### src/scsm_regs.vh
// Register offsets, reset values, fields and codes for the socket command block
`ifndef SCSM_REGS_VH
`define SCSM_REGS_VH
// ----------------------------------------
// Register offsets (socket 0 base; socket n adds n*0x100)
// ----------------------------------------
`define SCSM_OFS_MODE 16'h4000
`define SCSM_OFS_CMD 16'h4001
`define SCSM_OFS_EVT 16'h4002
`define SCSM_OFS_STATE 16'h4003
`define SCSM_SOCK_STRIDE_BIT 8
`define SCSM_MODE_RST 8'h00
`define SCSM_CMD_RST 8'h00
`define SCSM_EVT_RST 8'h00
// ----------------------------------------
// Fields
// ----------------------------------------
`define SCSM_PROTO_MSB 3
`define SCSM_PROTO_LSB 0
`define SCSM_EVT_CONNECT 0
`define SCSM_EVT_CLOSED 1
`define SCSM_EVT_TIMEOUT 3
`define SCSM_EVT_SENT 4
// ----------------------------------------
// Command codes
// ----------------------------------------
`define SCSM_CMD_OPEN 8'h01
`define SCSM_CMD_LISTEN 8'h02
`define SCSM_CMD_CONNECT 8'h04
`define SCSM_CMD_DISCONNECT 8'h08
`define SCSM_CMD_CLOSE 8'h10
`define SCSM_CMD_SEND 8'h20
// ----------------------------------------
// Protocol codes
// ----------------------------------------
`define SCSM_PROTO_NONE 4'h0
`define SCSM_PROTO_STREAM 4'h1
`define SCSM_PROTO_DATAGRAM 4'h2
`define SCSM_PROTO_RAW_IP 4'h3
`define SCSM_PROTO_RAW_FRAME 4'h4
`define SCSM_PROTO_PPP 4'h5
// ----------------------------------------
// Socket state codes
// ----------------------------------------
`define SCSM_ST_CLOSED 8'h00
`define SCSM_ST_INIT 8'h13
`define SCSM_ST_LISTEN 8'h14
`define SCSM_ST_SYNSENT 8'h15
`define SCSM_ST_CONNECTED 8'h17
`define SCSM_ST_FINWAIT 8'h18
`define SCSM_ST_DATAGRAM 8'h22
`define SCSM_ST_RAW_IP 8'h32
`define SCSM_ST_RAW_FRAME 8'h42
`define SCSM_ST_PPP 8'h5f
`endif

### src/scsm_sync.v
// Two-stage synchroniser for pin inputs
`timescale 1ns/1ps
module scsm_sync #(
    parameter W = 1
) (
    input wire ref_clk,
    input wire resetn,
    input wire clkEn,
    input wire [W-1:0] asyncIn,
    output reg [W-1:0] syncOut
);
    reg [W-1:0] stage1Reg;
    always @(posedge ref_clk) begin
        if (!resetn) begin
            stage1Reg <= {W{1'b0}};
            syncOut <= {W{1'b0}};
        end else if (clkEn) begin
            stage1Reg <= asyncIn;
            syncOut <= stage1Reg;
        end
    end
endmodule // scsm_sync

### src/scsm_socket.v
// One socket: command register, state machine and event flags
`timescale 1ns/1ps
`include "scsm_regs.vh"
module scsm_socket #(
    parameter [2:0] SOCK_ID = 3'h0
) (
    input wire ref_clk,
    input wire resetn,
    input wire clkEn,
    input wire modeWr,
    input wire cmdWr,
    input wire evtWr,
    input wire [7:0] wrData,
    input wire [7:0] linkEvt,
    output reg [7:0] modeReg,
    output reg [7:0] cmdReg,
    output reg [7:0] evtReg,
    output reg [7:0] stateReg,
    output reg synReq,
    output reg finReq,
    output reg rstReq,
    output reg sendReq
);
    // ----------------------------------------
    // Link events (synchronised), one bit each
    // ----------------------------------------
    wire evConnOk = linkEvt[0];
    wire evSynAckFail = linkEvt[1];
    wire evArpTo = linkEvt[2];
    wire evTcpTo = linkEvt[3];
    wire evRst = linkEvt[4];
    wire evFinRx = linkEvt[5];
    wire evFinAck = linkEvt[6];
    wire evNoPort = linkEvt[7];
    wire [3:0] proto = modeReg[`SCSM_PROTO_MSB:`SCSM_PROTO_LSB];
    wire isStream = (proto == `SCSM_PROTO_STREAM);
    reg [7:0] stateNext;
    reg [7:0] evtSet;
    reg finSentReg;
    // ----------------------------------------
    // Next state
    // ----------------------------------------
    always @* begin
        stateNext = stateReg;
        evtSet = 8'h00;
        if (cmdReg == `SCSM_CMD_OPEN) begin
            case (proto)
                `SCSM_PROTO_STREAM: stateNext = `SCSM_ST_INIT;
                `SCSM_PROTO_DATAGRAM: stateNext = `SCSM_ST_DATAGRAM;
                `SCSM_PROTO_RAW_IP: stateNext = `SCSM_ST_RAW_IP;
                `SCSM_PROTO_RAW_FRAME:
                    if (SOCK_ID == 3'h0) stateNext = `SCSM_ST_RAW_FRAME;
                `SCSM_PROTO_PPP:
                    if (SOCK_ID == 3'h0) stateNext = `SCSM_ST_PPP;
                default: stateNext = stateReg;
            endcase
        end else if (cmdReg == `SCSM_CMD_CLOSE) begin
            stateNext = `SCSM_ST_CLOSED;
        end else if (cmdReg == `SCSM_CMD_LISTEN) begin
            if (isStream && stateReg == `SCSM_ST_INIT) stateNext = `SCSM_ST_LISTEN;
        end else if (cmdReg == `SCSM_CMD_CONNECT) begin
            if (isStream && stateReg == `SCSM_ST_INIT) stateNext = `SCSM_ST_SYNSENT;
        end else if (cmdReg == `SCSM_CMD_DISCONNECT) begin
            if (isStream && stateReg == `SCSM_ST_CONNECTED) stateNext = `SCSM_ST_FINWAIT;
        end else begin
            case (stateReg)
                `SCSM_ST_LISTEN:
                    if (evConnOk) begin
                        stateNext = `SCSM_ST_CONNECTED;
                        evtSet[`SCSM_EVT_CONNECT] = 1'b1;
                    end else if (evSynAckFail) begin
                        stateNext = `SCSM_ST_CLOSED;
                        evtSet[`SCSM_EVT_TIMEOUT] = 1'b1;
                    end
                `SCSM_ST_SYNSENT:
                    if (evConnOk) begin
                        stateNext = `SCSM_ST_CONNECTED;
                        evtSet[`SCSM_EVT_CONNECT] = 1'b1;
                    end else if (evArpTo || evTcpTo) begin
                        stateNext = `SCSM_ST_CLOSED;
                        evtSet[`SCSM_EVT_TIMEOUT] = 1'b1;
                    end else if (evRst) begin
                        stateNext = `SCSM_ST_CLOSED;
                    end
                `SCSM_ST_CONNECTED:
                    if (evRst) begin
                        stateNext = `SCSM_ST_CLOSED;
                        evtSet[`SCSM_EVT_CLOSED] = 1'b1;
                    end else if (evFinRx) begin
                        stateNext = `SCSM_ST_FINWAIT;
                    end
                `SCSM_ST_FINWAIT:
                    if (evFinAck || evRst) begin
                        stateNext = `SCSM_ST_CLOSED;
                        evtSet[`SCSM_EVT_CLOSED] = 1'b1;
                    end else if (evTcpTo) begin
                        stateNext = `SCSM_ST_CLOSED;
                        evtSet[`SCSM_EVT_TIMEOUT] = 1'b1;
                    end
                default: stateNext = stateReg;
            endcase
        end
    end
    // ----------------------------------------
    // Registers
    // ----------------------------------------
    always @(posedge ref_clk) begin
        if (!resetn) begin
            modeReg <= `SCSM_MODE_RST;
            cmdReg <= `SCSM_CMD_RST;
            evtReg <= `SCSM_EVT_RST;
            stateReg <= `SCSM_ST_CLOSED;
            synReq <= 1'b0;
            finReq <= 1'b0;
            rstReq <= 1'b0;
            sendReq <= 1'b0;
            finSentReg <= 1'b0;
        end else if (clkEn) begin
            if (modeWr) modeReg <= wrData;
            // Accepted byte is consumed one cycle after the write
            if (cmdWr) cmdReg <= wrData;
            else cmdReg <= `SCSM_CMD_RST;
            // Set beats clear in the same cycle
            if (evtWr) evtReg <= (evtReg & ~wrData) | evtSet;
            else evtReg <= evtReg | evtSet;
            stateReg <= stateNext;
            // SYN must follow every move to SYN sent, even with a new write behind it
            synReq <= cmdReg == `SCSM_CMD_CONNECT
                && stateNext == `SCSM_ST_SYNSENT && stateReg == `SCSM_ST_INIT;
            // FIN once per close, whether active or answering a peer FIN
            finReq <= stateNext == `SCSM_ST_FINWAIT && !finSentReg;
            finSentReg <= stateNext == `SCSM_ST_FINWAIT;
            // Unknown destination port: RST out, state untouched
            rstReq <= evNoPort;
            sendReq <= !cmdWr && cmdReg == `SCSM_CMD_SEND
                && stateReg != `SCSM_ST_CLOSED;
        end
    end
endmodule // scsm_socket

### src/scsm_top.v
// Socket command interpreter: eight sockets behind one byte register port
// Functional notes
// - Accepted command byte self-clears to 0x00.
// - Command runs on after clear; host judges by flags or state.
// - 0x01 opens socket per mode protocol field.
// - Open gives 0x13 stream, 0x22 datagram, 0x32 raw IP.
// - Open gives 0x42 raw frame, 0x5F PPP; none protocol no change.
// - 0x02, stream only, moves initialised to listening.
// - Listener connect success: connected, flag bit 0.
// - Listener SYN/ACK failure: flag bit 3, closed.
// - Request to missing port: RST reply, state unchanged.
// - 0x04, stream only, sends SYN to destination registers.
// - Client connect success: connected, flag bit 0.
// - Client aborts to closed on ARP timeout, TCP timeout, RST.
// - 0x08 sends FIN actively or answers peer FIN; here a peer FIN is answered without 0x08.
// - Disconnect closes on FIN/ACK, or timeout flag then closed.
// - Peer RST during communication always closes; here an RST in the same cycle as command 0x01, 0x02, 0x04 or 0x08 is lost.
// - 0x10 closes at once without exchange.
// - Send transmits all buffered transmit data.
// - Send code 0x20, extent set by transmit pointers.
// - Raw frame and PPP protocols only on socket 0.
// - Event flags stay set until host writes one.
// - Flag bit 3 marks address or transport timeout.
`timescale 1ns/1ps
`include "scsm_regs.vh"
module scsm_top (
    input wire ref_clk,
    input wire resetn,
    input wire clkEn,
    input wire regWe,
    input wire regRe,
    input wire [15:0] regAddr,
    input wire [7:0] regWrData,
    output reg [7:0] regRdData,
    input wire [63:0] linkEvtPin,
    output wire [7:0] synReq,
    output wire [7:0] finReq,
    output wire [7:0] rstReq,
    output wire [7:0] sendReq
);
    // ----------------------------------------
    // Link event inputs come from another domain
    // ----------------------------------------
    wire [63:0] linkEvt;
    scsm_sync #(.W(64)) uSync (
        .ref_clk(ref_clk),
        .resetn(resetn),
        .clkEn(clkEn),
        .asyncIn(linkEvtPin),
        .syncOut(linkEvt)
    );
    // ----------------------------------------
    // Address decode
    // ----------------------------------------
    wire [2:0] sockSel = regAddr[`SCSM_SOCK_STRIDE_BIT+2:`SCSM_SOCK_STRIDE_BIT];
    wire [15:0] baseAddr = {regAddr[15:`SCSM_SOCK_STRIDE_BIT+3], 3'h0, regAddr[7:0]};
    wire inWin = regAddr[`SCSM_SOCK_STRIDE_BIT+3+1:`SCSM_SOCK_STRIDE_BIT+3] == 2'h0;
    wire [63:0] modeQ;
    wire [63:0] cmdQ;
    wire [63:0] evtQ;
    wire [63:0] stateQ;
    genvar s;
    generate
        for (s = 0; s < 8; s = s + 1) begin : gSock
            wire hit = regWe && inWin && sockSel == s;
            scsm_socket #(.SOCK_ID(s)) uSock (
                .ref_clk(ref_clk),
                .resetn(resetn),
                .clkEn(clkEn),
                .modeWr(hit && baseAddr == `SCSM_OFS_MODE),
                .cmdWr(hit && baseAddr == `SCSM_OFS_CMD),
                .evtWr(hit && baseAddr == `SCSM_OFS_EVT),
                .wrData(regWrData),
                .linkEvt(linkEvt[8*s+7:8*s]),
                .modeReg(modeQ[8*s+7:8*s]),
                .cmdReg(cmdQ[8*s+7:8*s]),
                .evtReg(evtQ[8*s+7:8*s]),
                .stateReg(stateQ[8*s+7:8*s]),
                .synReq(synReq[s]),
                .finReq(finReq[s]),
                .rstReq(rstReq[s]),
                .sendReq(sendReq[s])
            );
        end
    endgenerate
    // ----------------------------------------
    // Read data, registered; unmapped reads zero
    // ----------------------------------------
    always @(posedge ref_clk) begin
        if (!resetn) begin
            regRdData <= 8'h00;
        end else if (clkEn && regRe) begin
            if (!inWin) regRdData <= 8'h00;
            else if (baseAddr == `SCSM_OFS_MODE) regRdData <= modeQ[8*sockSel+:8];
            else if (baseAddr == `SCSM_OFS_CMD) regRdData <= cmdQ[8*sockSel+:8];
            else if (baseAddr == `SCSM_OFS_EVT) regRdData <= evtQ[8*sockSel+:8];
            else if (baseAddr == `SCSM_OFS_STATE) regRdData <= stateQ[8*sockSel+:8];
            else regRdData <= 8'h00;
        end
    end
endmodule // scsm_top

### config.mk
export PLATFORM = sky130hd
export DESIGN_NAME = scsm_top
export DESIGN_NICKNAME = d
export VERILOG_FILES = /design/src/scsm_sync.v /design/src/scsm_socket.v /design/src/scsm_top.v
export VERILOG_INCLUDE_DIRS = /design/src /design/src/src
export SDC_FILE = /design/constraint.sdc
export NUM_CORES = 1
export LEC_CHECK = 0
export BUFFER_PORTS_ARGS = -buffer_cell sky130_fd_sc_hd__buf_2
export CAP_MARGIN = 5
export CORE_UTILIZATION = 45
export DETAILED_ROUTE_END_ITERATION = 16
export PLACE_DENSITY_LB_ADDON = 0.2
export SLEW_MARGIN = 20
export SYNTH_ARGS = -nofsm -noshare
export SYNTH_HDL_FRONTEND = slang
export SYNTH_SLANG_ARGS = --single-unit
### constraint.sdc
create_clock -name ref_clk -period 5.5 [get_ports ref_clk]
set_clock_uncertainty 0.15 [all_clocks]
set_input_delay 0.825 -clock ref_clk [delete_from_list [all_inputs] [get_ports ref_clk]]
set_output_delay 0.825 -clock ref_clk [all_outputs]
set_load 0.01 [all_outputs]
# Word level (Yosys, flattened, before mapping)
# Cells that the tools add are included.
# word_totals
ff_bits,432
in_bits,93
# op_classes
n_eq_ne,141
shift,4
mux,349
bitwise_logic,25
reduce_logical,148
# ops
cell,n
two-way mux 8 bit,157
equality test 8 x 5 -> 1 bit (second input constant),64
case mux 8 bit (4 select lines),8
variable part select 64 x 7 -> 8 bit,4
case mux 8 bit (3 select lines),7
bitwise OR 8 x 4 -> 8 bit,16
two-way mux 1 bit,120
logical AND 1 bit,90
two-way mux 2 bit,40
bitwise AND 8 bit,8
equality test 4 x 2 -> 1 bit (second input constant),16
equality test 8 x 1 -> 1 bit (second input constant),8
equality test 8 x 2 -> 1 bit (second input constant),8
equality test 8 x 3 -> 1 bit (second input constant),8
equality test 8 x 4 -> 1 bit (second input constant),8
equality test 8 x 6 -> 1 bit (second input constant),8
nonzero test 8 bit,8
equality test 13 x 12 -> 1 bit (second input constant),4
case mux 8 bit (5 select lines),1
equality test 4 x 1 -> 1 bit (second input constant),8
case mux 1 bit (3 select lines),8
logical NOT 1 bit,16
logical OR 1 bit,16
case mux 1 bit (2 select lines),8
other kinds (9),28

# Depth between registers and ports, before layout
# Gate-level depths: netlist (run 1).
# logic_depth
ltp_word,12
ltp_mapped,10
mapped_depth_nobuf,7

# Cells and area by module
# From an unflattened synthesis (run 1), not the netlist that was laid out.
# unflattened
hier_cells,2937
area_unflattened_um2,25239.2
# modules_own_cells
mod,n_inst,cells_each,area_each_um2,seq_area_each_um2
scsm_socket (gSock[1].uSock ...),7,277,2164.6,740.7
scsm_sync,1,412,4968.5,2562.5
scsm_top,1,300,2897.8,160.2
scsm_socket (gSock[0].uSock),1,286,2220.9,740.7

# Worst setup path before layout (run 1)
# OpenSTA, ideal clock, no wires.
# synth_timing
kind,input port to flip-flop
start,input port regAddr[8]
end,register regRdData[0]
setup_time_ns,0.128
t_arrival_ns,3.102
path_slack_ns,2.120
path_stages,9
n_path_buf,3
cell_sequence,clkbuf_1 -> buf_1 -> clkbuf_1 -> mux4_2 -> mux4_2 -> mux2i_1 -> nor2_1 -> a21oi_1 -> nor2_1
# synth_via
elab_chain_len,6
word_cells_on_any_way,9
classes_between,4 x shift; 5 x mux
# synth_lines
item,line_no,source
start: declaration,scsm_top.v:32,"input wire [15:0] regAddr,"
variable part select 64 x 7 -> 8 bit,scsm_top.v:97,else if (baseAddr == `SCSM_OFS_STATE) regRdData <= stateQ[8*sockSel+:8];
two-way mux 8 bit,scsm_top.v:97,
two-way mux 8 bit,scsm_top.v:96,else if (baseAddr == `SCSM_OFS_EVT) regRdData <= evtQ[8*sockSel+:8];
two-way mux 8 bit,scsm_top.v:95,else if (baseAddr == `SCSM_OFS_CMD) regRdData <= cmdQ[8*sockSel+:8];
two-way mux 8 bit (*),scsm_top.v:94,else if (baseAddr == `SCSM_OFS_MODE) regRdData <= modeQ[8*sockSel+:8];
two-way mux 8 bit (*),scsm_top.v:93,if (!inWin) regRdData <= 8'h00;
end signal: assignment,scsm_top.v:94,
end signal: assignment,scsm_top.v:95,
end signal: assignment,scsm_top.v:96,
end: declaration,scsm_top.v:34,"output reg [7:0] regRdData,"
# Every way passes the cells marked *; elsewhere a longest branch is shown, timed or not.
# A chain may end at the register's enable or synchronous reset.

# Worst setup path after layout (run 1)
# layout_timing
start,register gSock[0].uSock.stateReg[3]
end,register gSock[0].uSock.finReq
# layout_via
elab_chain_len,11
word_cells_on_any_way,28
classes_between,6 x eq/ne; 19 x mux; 3 x reduce/logical
# layout_lines
item,line_no,source
start: declaration,scsm_socket.v:18,"output reg [7:0] stateReg,"
start signal: assignment,scsm_socket.v:112,stateReg <= `SCSM_ST_CLOSED;
start signal: assignment,scsm_socket.v:126,stateReg <= stateNext;
two-way mux 8 bit,scsm_socket.v:82,end else if (evRst) begin
two-way mux 8 bit,scsm_socket.v:79,end else if (evArpTo || evTcpTo) begin
two-way mux 8 bit,scsm_socket.v:76,if (evConnOk) begin
case mux 8 bit (4 select lines),scsm_socket.v:66,case (stateReg)
two-way mux 8 bit,scsm_socket.v:63,end else if (cmdReg == `SCSM_CMD_DISCONNECT) begin
two-way mux 8 bit,scsm_socket.v:61,end else if (cmdReg == `SCSM_CMD_CONNECT) begin
two-way mux 8 bit,scsm_socket.v:59,end else if (cmdReg == `SCSM_CMD_LISTEN) begin
two-way mux 8 bit,scsm_socket.v:57,end else if (cmdReg == `SCSM_CMD_CLOSE) begin
two-way mux 8 bit (*),scsm_socket.v:46,if (cmdReg == `SCSM_CMD_OPEN) begin
equality test 8 x 5 -> 1 bit (no source line) (*),-,
logical AND 1 bit (*),scsm_socket.v:131,finReq <= stateNext == `SCSM_ST_FINWAIT && !finSentReg;
end signal: assignment,scsm_socket.v:131,
end: declaration,scsm_socket.v:20,"output reg finReq,"
# Marked as above.

==> results of run 1 <==
worst paths after layout:
check | from | endpoint | slack (ns) | cells past startpoint
hold / removal | gSock[2].uSock.evtReg[6] | gSock[2].uSock.evtReg[6] | 0.28 | 2
setup / recovery | gSock[0].uSock.stateReg[3] | gSock[0].uSock.finReq | 1.98 | 7
setup reg to reg | gSock[0].uSock.stateReg[3] | gSock[0].uSock.finReq | 1.98 | 7
hold reg to reg | gSock[2].uSock.evtReg[6] | gSock[2].uSock.evtReg[6] | 0.28 | 2
cells in the final DEF, fill, tap and decap left out, types with 63 or more instances in the layout:
| cell type | synthesis | layout |
|---|---|---|
| sky130_fd_sc_hd__nor3_1 | 63 | 63 |
| sky130_fd_sc_hd__nor2_1 | 461 | 460 |
| sky130_fd_sc_hd__dfxtp_1 | 432 | 432 |
| sky130_fd_sc_hd__o21ai_0 | 109 | 109 |
| sky130_fd_sc_hd__buf_2 | 9 | 130 |
| sky130_fd_sc_hd__mux2i_1 | 187 | 187 |
| sky130_fd_sc_hd__a22oi_1 | 72 | 72 |
| sky130_fd_sc_hd__nand2_1 | 211 | 211 |
| sky130_fd_sc_hd__a21oi_1 | 185 | 185 |
| sky130_fd_sc_hd__mux4_2 | 79 | 79 |
flip-flops by register name, indices dropped and copies added (netlist names):
signal,cells
gSock.uSock.cmdReg,64
gSock.uSock.evtReg,64
gSock.uSock.finReq,8
gSock.uSock.finSentReg,8
gSock.uSock.modeReg,64
gSock.uSock.rstReq,8
gSock.uSock.sendReq,8
gSock.uSock.stateReg,64
gSock.uSock.synReq,8
regRdData,8
uSync.stage1Reg,64
uSync.syncOut,64
routing by layer:
metal	track usage	up-vias
met3	0.0453	174
met5	0	-
li1	-	10228
met2	0.437	1080
met1	0.438	10862
met4	0.129	4
final cells by class:
| cell class | instances | area share |
|---|---|---|
| multi-input cells | 2097 | 0.536 |
| flip-flops and latches | 432 | 0.332 |
| clock buffers | 67 | 0.0536 |
| well taps | 688 | 0.0330 |
| repair buffers | 150 | 0.0316 |
| clock inverters | 20 | 0.00835 |
| inverters | 34 | 0.00523 |
report_power, final:
group	total (µW)	switching, µW	leakage (µW)	internal (µW)
logic	511	319	0.00539	192
clock network	3330	1370	0.000801	1960
registers	3280	94.1	0.00350	3190
total	7120	1780	0.00969	5340
per-stage QoR:
step	cell area (µm²)	cells
3_3_place_gp	24500	3401
5_1_grt	26100	3488
4_1_cts	26100	3488
2_1_floorplan	23900	2817
6_report	26100	3488
3_5_place_dp	24500	3401
cell families (layout without fill, tap and decap cells):
logic type,after synthesis,in the layout,share of synthesized area
mux,268,268,0.154
simple gates,1167,1167,0.248
compound gates,637,637,0.175
xor+xnor,25,25,0.00917
flops,432,432,0.362
buf+inv,288,271,0.0521
worst max-delay path: cells and delay by family, from the launching register on:
| family | cells | cell delay [ns] |
|---|---|---|
| and+or+nand+nor | 2 | 1.02 |
| AOI/OAI and AO/OA | 5 | 1.58 |
| DFF | 1 | 0.69 |
==> metrics.md, run 1 <==
| Metric | Value |
|---|---|
| WL per Instance | 23.6 µm |
| Count of unique library cells instantiated by Yosys | 95 |
| Final Cycle Share | 0.639 |
| Leakage power | 0.00969 µW |
| Global-route usage over all layers | 0.301 |
| WHS | 0.279 ns |
| Highest attainable clock frequency | 284 MHz |
| Number of nets in the layout | 2,857 |
| Clock tree from TritonCTS | done |
| Critical-path top delay cell | sky130_fd_sc_hd__nor4b_1 |
| Global route total overflow | 0 |
| Area growth syn-to-layout | 9.19% |
| Fin crit period | 3.52 ns |
| Clock sinks | 432 |
| Clock Tree Root | sky130_fd_sc_hd__clkbuf_16 |
| Detailed router's first-iteration violation count | 2,866 |
| Async set-or-reset flop fraction in the synthesized netlist | 0 |
| First-pass iteration count of the detailed router | 5 |
| Type of element launching the critical path | flip-flop |
| Summed instance area of the synthesized netlist | 23,900 µm² |
| Core Footprint | 52,400 µm² |
| Total met2 wirelength after detailed routing | 35,100 µm |
| Global-route wire length before repair | 126,000 µm |
| Maximum single-stage delay on the critical path | 0.75 ns |
| Warning count from the yosys run | 0 |
| Final Worst Setup Slack | 1.98 ns |
| Category of the most critical setup path | reg -> reg |
| Post-synth top area share | 0.362 |
| Slew at the pin with the worst max-slew slack | 1.09 ns |
| Synthesized netlist net count | 2,910 |
| Boundary pin count | 133 |
| Max Used Layer | met5 |
| Ant. Diodes | 0 |
| Post-CTS setup buffer count | 0 |
| Result of the run | complete, no violations |
| Fraction of final layout cells sized beyond drive strength 1 | 0.131 |
| EDFF count, synth | 0 |
| Post-synthesis average cell area | 8.48 µm² |
| Horizontal extent of the die | 232 µm |
| Seq. cell area | 8650 µm² |
| Starting utilization of the core area | 0.455 |
| Post-route DRC | 0 |
| Vias in the first global route | 20,518 |
| Count of mapped cells out of synthesis | 2,817 |
| Antenna violation net count after detailed routing | 0 |
| Maximum clock insertion buffer count | 3 |
| Critical path fanouts, max | 13 |
| Utilization after layout | 0.497 |
| Top cells by area, synth | sky130_fd_sc_hd__dfxtp_1 (36%), sky130_fd_sc_hd__mux2i_1 (7.8%), sky130_fd_sc_hd__mux4_2 (7.5%) |
| Leading cell type by number of instances after synthesis | sky130_fd_sc_hd__nor2_1 |
| Height of the die | 232 µm |
| Worst supply voltage drop on vdd | 0.251 mV |
| Required arrival time at the worst endpoint | 5.87 ns |
| CP arrival | 3.88 ns |
| I/O Buffers | 132 |
| Average via count per standard cell | 6.41 |
| Detailed Route WL | 82,500 µm |
| Post-route total power | 7120 µW |
| Post-synthesis sequential element count | 432 |
| Clock input transition at the sequential cells of the worst setup and hold paths | 0.06 ns |
| Final max-slew violation count | 0 |
| Met1 routed wirelength after detailed routing | 36,700 µm |
| Top_reg_cell synth | sky130_fd_sc_hd__dfxtp_1 |
| Max-capacitance violation count | 0 |
| Filler Cells Inserted | 4,989 |
| Cell type contributing the most total cell area after synthesis | sky130_fd_sc_hd__dfxtp_1 |
| Final setup viols | 0 |
| Cell breakdown of the critical path | nor4b_1, a22oi_1, o311ai_0, a21oi_1, a2111oi_0, nand4_1, o21ai_1 |
| Area of the multi-input gates | 14,000 µm² |
| Wire length on met3 | 7130 µm |
| TritonCTS buffer count | 49 |
| Antenna violations before repair | 2 |
| Max-slew headroom | 0.271 |
| Sequential share of the synthesized area | 0.362 |
| Final total negative setup slack | 0 ns |
| Cells resized by post-CTS repair | 0 |
| H-tree depth reported by CTS | 2 |
| Final hold violation count | 0 |
| Total number of vias | 22,348 |
| Detail Placement HPWL | 58,700 µm |
| Row count | 84 |
| Number of buffers inserted by hold repair at cts | 0 |
| Maximum number of pins on one net before global-route repair | 135 |
| Final RePlAce weighted congestion | 0.967 |
| Floorplan die area | 54,000 µm² |
| Setup repair after global routing missed its margin | no |
| Power density cells | 273 nW/µm² |
| Setup WS pre-CTS | 1.67 ns |
| Type of the worst min-delay path | reg -> reg |
| Commonest cells in the synthesized netlist | sky130_fd_sc_hd__nor2_1 (461), sky130_fd_sc_hd__dfxtp_1 (432), sky130_fd_sc_hd__nand2_1 (211) |
| Insertion delay of the later-clocked pin in the worst-skew pair | 0.60 ns |
| Endpoint kind of the worst setup timing path | flip-flop |
Power figures use the tool's default switching activity.
==> inputs of run 2 (changes only) <==
==> constraint.sdc (replaced) <==
create_clock -name ref_clk -period 2.85 [get_ports ref_clk]
set_clock_uncertainty 0.15 [all_clocks]
set_input_delay 0.4275 -clock ref_clk [delete_from_list [all_inputs] [get_ports ref_clk]]
set_output_delay 0.4275 -clock ref_clk [all_outputs]
set_load 0.01 [all_outputs]
==> run 2 against run 1 <==
  * Clock power up 95%
  * Non-clock buffer count increased by 374
  * Combinational power grew to 2.5 times the previous value
  * Via count increased by 6.2%
==> metrics.md, run 2 (synthesized netlist as in run 1, its figures left out) <==
| Metric | Value |
|---|---|
| Global-route wire length before repair | 134,000 µm |
| Max-slew headroom | 0.389 |
| First-pass iteration count of the detailed router | 6 |
| Final total negative setup slack | 0 ns |
| Final cell count without fillers | 3,866 |
| Leakage power | 0.0117 µW |
| I/O Buffers | 132 |
| Floorplan die area | 54,000 µm² |
| Fin crit period | 2.76 ns |
| H-tree depth reported by CTS | 2 |
| Clock sinks | 432 |
| Clock input transition at the sequential cells of the worst setup and hold paths | 0.06 ns |
| Worst supply voltage drop on vdd | 0.458 mV |
| Final RePlAce weighted congestion | 0.994 |
| Detailed Route WL | 87,100 µm |
| Result of the run | complete, no violations |
| Clock Tree Root | sky130_fd_sc_hd__clkbuf_16 |
| Maximum number of pins on one net before global-route repair | 130 |
| Final max-slew violation count | 0 |
| Critical path fanouts, max | 2 |
| Post-route DRC | 0 |
| Max-capacitance violation count | 0 |
| Final setup viols | 0 |
| Antenna violation net count after detailed routing | 0 |
| Highest-count cells in the layout ignoring fill and taps | sky130_fd_sc_hd__nor2_1 (457), sky130_fd_sc_hd__dfxtp_1 (430), sky130_fd_sc_hd__buf_4 (320), sky130_fd_sc_hd__nand2_1 (211), sky130_fd_sc_hd__mux2i_1 (187) |
| Final Cycle Share | 0.970 |
| Vias in the first global route | 22,293 |
| Boundary pin count | 133 |
| Row count | 84 |
| Commonest non-fill, non-tap cell in the layout | sky130_fd_sc_hd__nor2_1 |
| Type of element launching the critical path | flip-flop |
| Endpoint kind of the worst setup timing path | flip-flop |
| Total number of vias | 23,743 |
| Area growth syn-to-layout | 23.1% |
| CP arrival | 3.13 ns |
| Type of the worst min-delay path | in -> reg |
| Starting utilization of the core area | 0.455 |
| Average via count per standard cell | 6.14 |
| Required arrival time at the worst endpoint | 3.21 ns |
| Detailed router's first-iteration violation count | 2,561 |
| Number of nets in the layout | 3,231 |
| Category of the most critical setup path | reg -> reg |
| Highest attainable clock frequency | 362 MHz |
| # placed instances | 3,710 |
| Horizontal extent of the die | 232 µm |
| Detail Placement HPWL | 64,100 µm |
| WL per Instance | 22.5 µm |
| Fraction of final layout cells sized beyond drive strength 1 | 0.223 |
| Antenna violations before repair | 2 |
| TritonCTS buffer count | 49 |
| Height of the die | 232 µm |
| Slew at the pin with the worst max-slew slack | 0.903 ns |
| Maximum clock insertion buffer count | 3 |
| Final hold violation count | 0 |
| Clock tree from TritonCTS | done |
| Insertion delay of the later-clocked pin in the worst-skew pair | 0.60 ns |
| Global-route usage over all layers | 0.318 |
| Global route total overflow | 0 |
| Core Footprint | 52,400 µm² |
| Post-CTS setup buffer count | 0 |
| Power density cells | 477 nW/µm² |
## run 2: through the flow
stage | setup WS, ns | hold slack, ns | cell area [µm²] | total power [µW] | utilization
after detailed placement | -0.175 | 0.271 | 26900 | 7560 | 0.512
final | 0.0850 | 0.0282 | 29400 | 14000 | 0.561
after floorplan | 0.0718 | 0.259 | 23900 | 7100 | -
after global routing | -0.00218 | 0.0303 | 29400 | 14500 | 0.560
after CTS | 0.0237 | 0.000110 | 29200 | 14100 | 0.556
after global placement | -0.201 | 0.265 | 26900 | 7550 | 0.512
## run 2: worst max-delay path, stage by stage, from the launching register on
cell	delay, ns
sky130_fd_sc_hd__dfxtp_1	0.31
sky130_fd_sc_hd__or4_1	0.59
sky130_fd_sc_hd__or4_4	0.52
sky130_fd_sc_hd__nor2_2	0.13
sky130_fd_sc_hd__a2111oi_0	0.08
sky130_fd_sc_hd__buf_4	0.17
sky130_fd_sc_hd__nor4_1	0.45
sky130_fd_sc_hd__nand4_1	0.15
sky130_fd_sc_hd__a21oi_1	0.15
## run 2: routing by layer
layer | wire length [µm] | vias up | track usage | share of wire
met5 | 9 | - | 0 | 0.00010
met4 | 3260 | 2 | 0.123 | 0.037
met3 | 8070 | 185 | 0.0578 | 0.093
met2 | 37300 | 1138 | 0.473 | 0.43
met1 | 38500 | 11402 | 0.453 | 0.44
li1 | - | 11016 | - | -
## run 2: area by class of cell
cell class	instances	area, µm²
Fill cell	4759	23000
Multi-Input combinational cell	2097	14200
Sequential cell	432	8650
Timing Repair Buffer	524	3880
Clock buffer	71	1440
Tap cell	688	861
Clock inverter	18	209
Inverter	34	136
Antenna cell	2	5.00
## run 2: final timing paths
path / from / to / slack, ns / cells past startpoint
worst min register to register: gSock[0].uSock.finSentReg / gSock[0].uSock.finReq / 0.28 / 1
worst max-delay path: gSock[0].uSock.cmdReg[0] / gSock[0].uSock.synReq / 0.09 / 8
worst min-delay path: regWrData[6] / gSock[2].uSock.modeReg[6] / 0.03 / 3
worst max register to register: gSock[0].uSock.cmdReg[0] / gSock[0].uSock.synReq / 0.09 / 8
## run 2: power by group
group	internal, µW	leakage (µW)	switching [µW]
logic	541	0.00734	745
registers	6160	0.00350	98.3
clock network	3870	0.000808	2630
## run 2: what timing repair did
item,in CTS,in global routing
resized for setup,3,46
hold buffers,65,0
pin swaps,0,11
setup endpoints to repair,5,20
hold endpoints to repair,65,0
